## src/hdl/slbc_sync.sv

```systemverilog
`timescale 1ns/1ns
`default_nettype none
module slbc_sync #(
   parameter int W = 1
) (
   // clock and reset
   input  wire logic         clk_i,
   input  wire logic         rst_i,
   // pins
   input  wire logic [W-1:0] async_i,
   output logic      [W-1:0] level_o
);
   logic [W-1:0] s1_q, s2_q, s3_q, lvl_q;
   logic [W-1:0] s1_d, s2_d, s3_d, lvl_d;

   always_comb begin
      s1_d  = async_i;
      s2_d  = s1_q;
      s3_d  = s2_q;
      // a change counts only when stages two and three agree
      lvl_d = lvl_q;
      for (int i = 0; i < W; i++) begin
         if (s2_q[i] == s3_q[i]) begin
            lvl_d[i] = s3_q[i];
         end
      end
   end

   always_ff @(posedge clk_i) begin
      if (rst_i) begin
         s1_q  <= '0;
         s2_q  <= '0;
         s3_q  <= '0;
         lvl_q <= '0;
      end else begin
         s1_q  <= s1_d;
         s2_q  <= s2_d;
         s3_q  <= s3_d;
         lvl_q <= lvl_d;
      end
   end

   assign level_o = lvl_q;
endmodule // slbc_sync
`default_nettype wire

```

## config.mk

```make
export PLATFORM = sky130hd
export DESIGN_NAME = slbc_sync
export DESIGN_NICKNAME = d
export VERILOG_FILES = /design/src/hdl/slbc_sync.sv
export SDC_FILE = /design/constraint.sdc
export NUM_CORES = 1
export LEC_CHECK = 0
export ABC_CLOCK_PERIOD_IN_PS = 800
export BUFFER_PORTS_ARGS = -buffer_cell sky130_fd_sc_hd__buf_2
export CORE_AREA = 2 2 39 41
export CTS_BUF_LIST = sky130_fd_sc_hd__clkbuf_16
export DETAILED_ROUTE_END_ITERATION = 8
export DIE_AREA = 0 0 41 43
export PLACE_DENSITY = 0.3
export SLEW_MARGIN = 5
export SYNTH_ARGS = -nofsm -noshare
export SYNTH_HDL_FRONTEND = slang
export SYNTH_SLANG_ARGS = --single-unit
```

## constraint.sdc

```tcl
create_clock -name clk_i -period 0.8 [get_ports clk_i]
set_input_delay 0.04 -clock clk_i [delete_from_list [all_inputs] [get_ports clk_i]]
set_output_delay 0.04 -clock clk_i [all_outputs]
set_load 0.01 [all_outputs]
```

After elaboration in Yosys (flattened, before gate mapping)
Index checks and enable logic that the tools add are counted.
- input port bits: 3
- register bits: 4
- output and inout port bits: 1
- word-level logic and storage cells: 5
- eq/ne operators: 1
- operators with widths (operator ; number):
    $eq 1x1->1 ; 1

Depth between registers and ports, before layout
Gate-level depths: netlist of run 1.
- word-level depth: 1
- mapped depth: 2
- gate-level depth less buffers: 2

Worst setup path before layout of run 1
OpenSTA, ideal clock, no wires.
- path kind: register to register
- start point: reg level_o (netlist name)
- end point: reg lvl_q (netlist: level_o)
- path buffers: 0
- stages on the path, launching flop included: 3
- required time: 0.730 ns
- library setup time: 0.070 ns
- period minus slack after synthesis: 0.636 ns
- setup slack: 0.164 ns
- arrival time: 0.566 ns
- cell sequence: dfxtp_1 -> o21ai_1 -> a21oi_1
- RTL lines (item ; RTL line ; source):
    to (signal assigned) ; 39 ; lvl_q <= lvl_d;
    to (decl) ; 13 ; logic [W-1:0] s1_q, s2_q, s3_q, lvl_q;

Worst setup path in the final report of run 1
- start point: reg lvl_q (netlist: level_o)
- end point: out level_o
- RTL lines (item ; RTL line ; source):
    to (decl) ; 11 ; output logic [W-1:0] level_o
No word-level cell between the ends.

==> impl_metrics.tcl, run 1 <==
set metrics [dict create \
    final_core_util_pct 16.1 \
    pre_cts_slack_ns 0.176 \
    numPortBuffers 3 \
    path_cells "buf_2" \
    critPathSlowestCell "dfxtp_1" \
    diodes 0 \
    yosysSeqAreaShare_pct 71.1 \
    reg2reg_depth 2 \
    nNetsFinal 21 \
    grt_pass1_wl_um 310 \
    die_h_um 43 \
    crit_path_start "level_o" \
    syn_area_per_cell_um2 11.3 \
    grt_pass1_vias 86 \
    cts_resized 0 \
    cts.sinks 4 \
    syn_inst 10 \
    r2r_slack_ns 0.17 \
    worst_slew_pin_slew_ns 0.114 \
    hp-class "in -> reg" \
    synth.top_cell.area_share_pct 71.1 \
    worstHoldStart "rst_i" \
    firstDrtPassIters 1 \
    gr-total-overflow 0 \
    rsz0062_at_grt "false" \
    syn-num-nets 13 \
    seq_power_share_pct 21.3 \
    intPower_uw 851 \
    worstReg2RegEnd "level_o" \
    die_w_um 41 \
    hold_viol 0 \
    ctsHtreeMaxLevel 1 \
    status "complete, no violations" \
    final_max_slew_viol_count 0 \
    gp_congestion 0.439 \
    switching_power_uw 132 \
    worst_ep_arrival_time_ns 0.69 \
    holdWs_ns 0.0290 \
    critPathMaxStageDelay_ns 0.33 \
    vias 87 \
    path_clk_slew_ns 0.03 \
    holdPathEnd "s2_q" \
    avgViaCountPerCell 2.72 \
    powerDensity_nw_per_um2 4420 \
    clockPowerShare_pct 77.6 \
    start_kind "register" \
    postCtsSetupRepairBufs 0 \
    p_leak_nw 0.0915 \
    wl_per_cell_um 5.84 \
    cts_hold_buffers 0 \
    path_buf_inv 1 \
    wl_um 187 \
    cts_buffers 3 \
    worst_slack_ns 0.0679 \
    drt_iter0_drc 0 \
    ys_seq_elements 4 \
    post-route-min-period_ns 0.732 \
    total_power_uw 984 \
    ctsRootBufferMaster "clkbuf_16" \
    track_usage_pct 3.52 \
    fp.dieArea_um2 1760 \
    fillerInstances 158 \
    antenna_found_initial 0 \
    coreArea_um2 1380 \
    clock_latency_ns 0.22 \
    cts_buffer_depth 2 \
    cts_tree "built" \
    drc 0 \
    synthTopCellsByArea "dfxtp_1 71%, nor2b_1 17%, a21oi_1 4.4%, o21ai_1 4.4%, nand2_1 3.3%" \
    p_sw_share_pct 13.5 \
    antenna_left 0 \
    netlist_area_um2 113 \
    min_period_over_period_pct 91.5 \
    worstHoldPathCells 2 \
    crit_family "flip-flops" \
    crit_fanout 3 \
    drv_cap 0 \
    irDropWorstVdd_uv 1220 \
    worstSetupEndpointType "output pin" \
    max_slew_margin_pct 92.4 \
    row_count 14 \
    grt_max_degree 5 \
    ys_types 5 \
    drive_above_1_share_pct 37.5 \
    timing.rr.start "level_o" \
    setup_viol 0 \
    max_freq_mhz 1370 \
    boundaryPins 4 \
    skew_ns 0.00104 \
    cp_data_required_time_ns 0.76 \
    area_growth_pct 97.8 \
    tns_ns 0 \
    initial_core_util_pct 8.14 \
    ys_warn_count 0 \
    pwr-share-comb_pct 1.2 \
    synth_top_area_cell "dfxtp_1" \
    critical_path_class "reg -> out" \
]
[placed cells by master (no fill, tap or decap), drive strengths merged]
cell type  netlist  final
dfxtp            4      4
nor2b            3      3
clkbuf           0      3
buf              0      3
nand2            1      1
o21ai            1      1
a21oi            1      1
[area by class of cell]
class | count | area (um2) | area share (%)
flip-flops and latches | 4 | 80.1 | 36.0
well taps | 16 | 20.0 | 8.99
clock buffers | 3 | 75.1 | 33.7
repair buffers | 3 | 15.0 | 6.74
multi-input cells | 6 | 32.5 | 14.6
[worst max-delay path by stage]
| stage | endpoint | slack [ns] | cells after the start |
|---|---|---|---|
| 6_report | level_o | 0.07 | 1 |
| 5_1_grt | level_o | 0.002 | 1 |
| 3_3_place_gp | level_o | 0.19 | 2 |
| 3_5_place_dp | level_o | 0.18 | 2 |
| 4_1_cts | level_o | 0.06 | 1 |
| 2_1_floorplan | level_o | 0.16 | 2 |
[metrics by stage]
step	cell area, um2	instances
floorplan	113	10
global placement	148	29
detailed placement	148	29
CTS	223	32
global route	223	32
finish	223	32
[kinds of logic after synthesis]
family	share of synthesized area, %
and+or+nand+nor	20.0
DFF	71.1
AOI/OAI and AO/OA	8.88
[synth_stat cells, drive strengths merged]
cell	number
nand2	1
a21oi	1
dfxtp	4
o21ai	1
nor2b	3
[power by group through the flow]
| stage | Sequential (mW) | Combinational, mW | Clock [mW] |
|---|---|---|---|
| 2_1_floorplan | 0.212 | 0.00428 | 0 |
| 3_3_place_gp | 0.212 | 0.0109 | 0 |
| 3_5_place_dp | 0.212 | 0.0114 | 0 |
| 4_1_cts | 0.209 | 0.0116 | 0.776 |
| 5_1_grt | 0.210 | 0.0124 | 0.791 |
| 6_report | 0.209 | 0.0115 | 0.763 |
[state kept, by name, indices dropped and copies added, names as in the netlist]
register and cells:
level_o 1, s1_q 1, s2_q 1, s3_q 1
[layer usage]
layer  vias up  track usage, %  share of wire [%]
li1         45               -                  -
met1        36            2.26                 41
met2         6            4.06                 43
met3         0            6.28                 16
met4         0            2.00                  0
met5         -               0                  0
No activity file was read; power rests on OpenSTA's default activity.
==> run 2: changes to the inputs <==
--- a/config.mk
+++ b/config.mk
@@ -5,7 +5,8 @@
 export SDC_FILE = /design/constraint.sdc
 export NUM_CORES = 1
 export LEC_CHECK = 0
-export ABC_CLOCK_PERIOD_IN_PS = 800
+export ABC_AREA = 1
+export ABC_CLOCK_PERIOD_IN_PS = 900
 export BUFFER_PORTS_ARGS = -buffer_cell sky130_fd_sc_hd__buf_2
 export CORE_AREA = 2 2 39 41
 export CTS_BUF_LIST = sky130_fd_sc_hd__clkbuf_16
==> constraint.sdc (replaced) <==
create_clock -name clk_i -period 0.9 [get_ports clk_i]
set_input_delay 0.045 -clock clk_i [delete_from_list [all_inputs] [get_ports clk_i]]
set_output_delay 0.045 -clock clk_i [all_outputs]
set_load 0.01 [all_outputs]
==> run 2 against run 1 <==
Effect of this change:
- clock power fell by 11%
- final cell count is 9.4% higher
- clock skew is 0.00081 ns lower
- synthesized cell count up 30%
- synthesized area up 7.8%
- cell area grew 3.9%
- sequential share of layout area down 1.4 points
- wire length rose by 10%
- critical endpoint unchanged
- largest power group unchanged
- highest routed layer unchanged
==> impl_metrics.tcl, run 2 <==
set metrics [dict create \
    hold_viol 0 \
    area_growth_pct 90.7 \
    critical_path_class "reg -> out" \
    initial_core_util_pct 8.77 \
    synthTopCellsByArea "dfxtp_1 66%, inv_1 9.3%, nor2_1 9.3%, o21bai_1 6.2%, nor2_2 5.2%" \
    cts_buffers 3 \
    crit_path_start "level_o" \
    syn_inst 13 \
    status "complete, no violations" \
    synth.top_cell.area_share_pct 66.0 \
    rsz0062_at_grt "false" \
    worst_ep_arrival_time_ns 0.69 \
    yosysSeqAreaShare_pct 66.0 \
    postCtsSetupRepairBufs 0 \
    row_count 14 \
    grt_pass1_vias 93 \
    fp.dieArea_um2 1760 \
    coreArea_um2 1380 \
    max_slew_margin_pct 89.4 \
    irDropWorstVdd_uv 1230 \
    grt_max_degree 5 \
    gp_congestion 0.492 \
    wl_per_cell_um 5.89 \
    boundaryPins 4 \
    drv_cap 0 \
    path_cells "buf_2" \
    synthTopCellsByCount "4 x dfxtp_1, 3 x inv_1, 3 x nor2_1" \
    dp_hpwl_um 146 \
    cts_buffer_depth 2 \
    synth_top_area_cell "dfxtp_1" \
    synth_edf_count 0 \
    vias 98 \
    fin_area_um2 231 \
    layout_commonest_cell "dfxtp_1" \
    antenna_left 0 \
    final_max_slew_viol_count 0 \
    crit_family "flip-flops" \
    stdcell_count 35 \
    skew_ns 0.000228 \
    worst_slack_ns 0.165 \
    ys.flop_type "dfxtp_1" \
    diodes 0 \
    min_period_over_period_pct 81.7 \
    critPathSlowestCell "dfxtp_1" \
    post-route-min-period_ns 0.735 \
    syn-num-nets 16 \
    ys_seq_elements 4 \
    r2r_slack_ns 0.25 \
    worstReg2RegEnd "level_o" \
    p_leak_nw 0.105 \
    cts_tree "built" \
    ys_types 6 \
    ys_warn_count 0 \
    worstSetupEndpointType "output pin" \
    ctsHtreeMaxLevel 1 \
    holdPathEnd "s3_q" \
    worst_slew_pin_slew_ns 0.158 \
    cts_resized 0 \
    ys_async_sr_fraction_pct 0 \
    setup_viol 0 \
    drive_above_1_share_pct 36.8 \
    cp_data_required_time_ns 0.85 \
    drt_iter0_drc 0 \
    clock_latency_ns 0.22 \
    wl_um 206 \
    critPathMaxStageDelay_ns 0.33 \
    final_cell_mix "4 x dfxtp_1, 3 x inv_1, 3 x nor2_1, 3 x clkbuf_16, 3 x buf_2" \
    crit_fanout 3 \
    firstDrtPassIters 1 \
    track_usage_pct 3.41 \
    path_clk_slew_ns 0.03 \
    numPortBuffers 3 \
    antenna_found_initial 0 \
    placed_area_um2 156 \
    worstHoldPathCells 2 \
    cts.sinks 4 \
    avgViaCountPerCell 2.80 \
    cts_hold_buffers 0 \
    die_w_um 41 \
    max_freq_mhz 1360 \
    worstHoldStart "rst_i" \
    path_buf_inv 1 \
    die_h_um 43 \
    tns_ns 0 \
    timing.rr.start "s2_q" \
    syn_area_per_cell_um2 9.34 \
    drc 0 \
    grt_pass1_wl_um 324 \
    ctsRootBufferMaster "clkbuf_16" \
    start_kind "register" \
    synth.most_common_cell "dfxtp_1" \
    netlist_area_um2 121 \
    nNetsFinal 24 \
    dp.cells 32 \
    hp-class "in -> reg" \
    pre_cts_slack_ns 0.260 \
    powerDensity_nw_per_um2 3790 \
    reg2reg_depth 2 \
    gr-total-overflow 0 \
]
[run 2: final cells by class]
cell class | instances | area [um2]
Fill cell | 151 | 1150
Tap cell | 16 | 20.0
Multi-Input combinational cell | 6 | 30.0
Timing Repair Buffer | 3 | 15.0
Inverter | 3 | 11.3
Sequential cell | 4 | 80.1
Clock buffer | 3 | 75.1
[run 2: cell families (layout without fill, tap and decap cells)]
| logic type | count (synthesis) | count (layout) | share of synthesized area (%) |
|---|---|---|---|
| compound gates | 2 | 2 | 10.3 |
| buf+inv | 3 | 9 | 9.28 |
| flops | 4 | 4 | 66.0 |
| simple gates | 4 | 4 | 14.4 |
[run 2: routing by layer]
layer | track usage [%] | vias to the layer above | part of all wire [%]
met5 | 0 | - | 0
met4 | 2.00 | 0 | 0
met3 | 6.28 | 0 | 12
met2 | 3.75 | 4 | 42
met1 | 2.25 | 43 | 46
li1 | - | 51 | -
[run 2: worst max-delay path by stage]
stage / to / slack, ns / cells after the start
6_report: level_o / 0.16 / 1
3_3_place_gp: level_o / 0.27 / 2
4_1_cts: level_o / 0.15 / 1
2_1_floorplan: level_o / 0.26 / 2
5_1_grt: level_o / 0.13 / 1
3_5_place_dp: level_o / 0.26 / 2
[run 2: per-stage QoR]
stage               hold WS [ns]  utilization [%]  power [mW]
global route              0.0427             16.7       0.904
finish                    0.0228             16.7       0.877
floorplan                  0.116                -       0.195
CTS                       0.0254             16.7       0.892
detailed placement         0.256             11.3       0.202
global placement           0.248             11.3       0.201
[run 2: power by group]
group          leakage (nW)  internal [mW]  switching [mW]  total (mW)
logic                0.0357        0.00656         0.00630      0.0129
registers            0.0327          0.184         0.00204       0.186
clock network        0.0370          0.566           0.111       0.677
total                 0.105          0.757           0.119       0.877
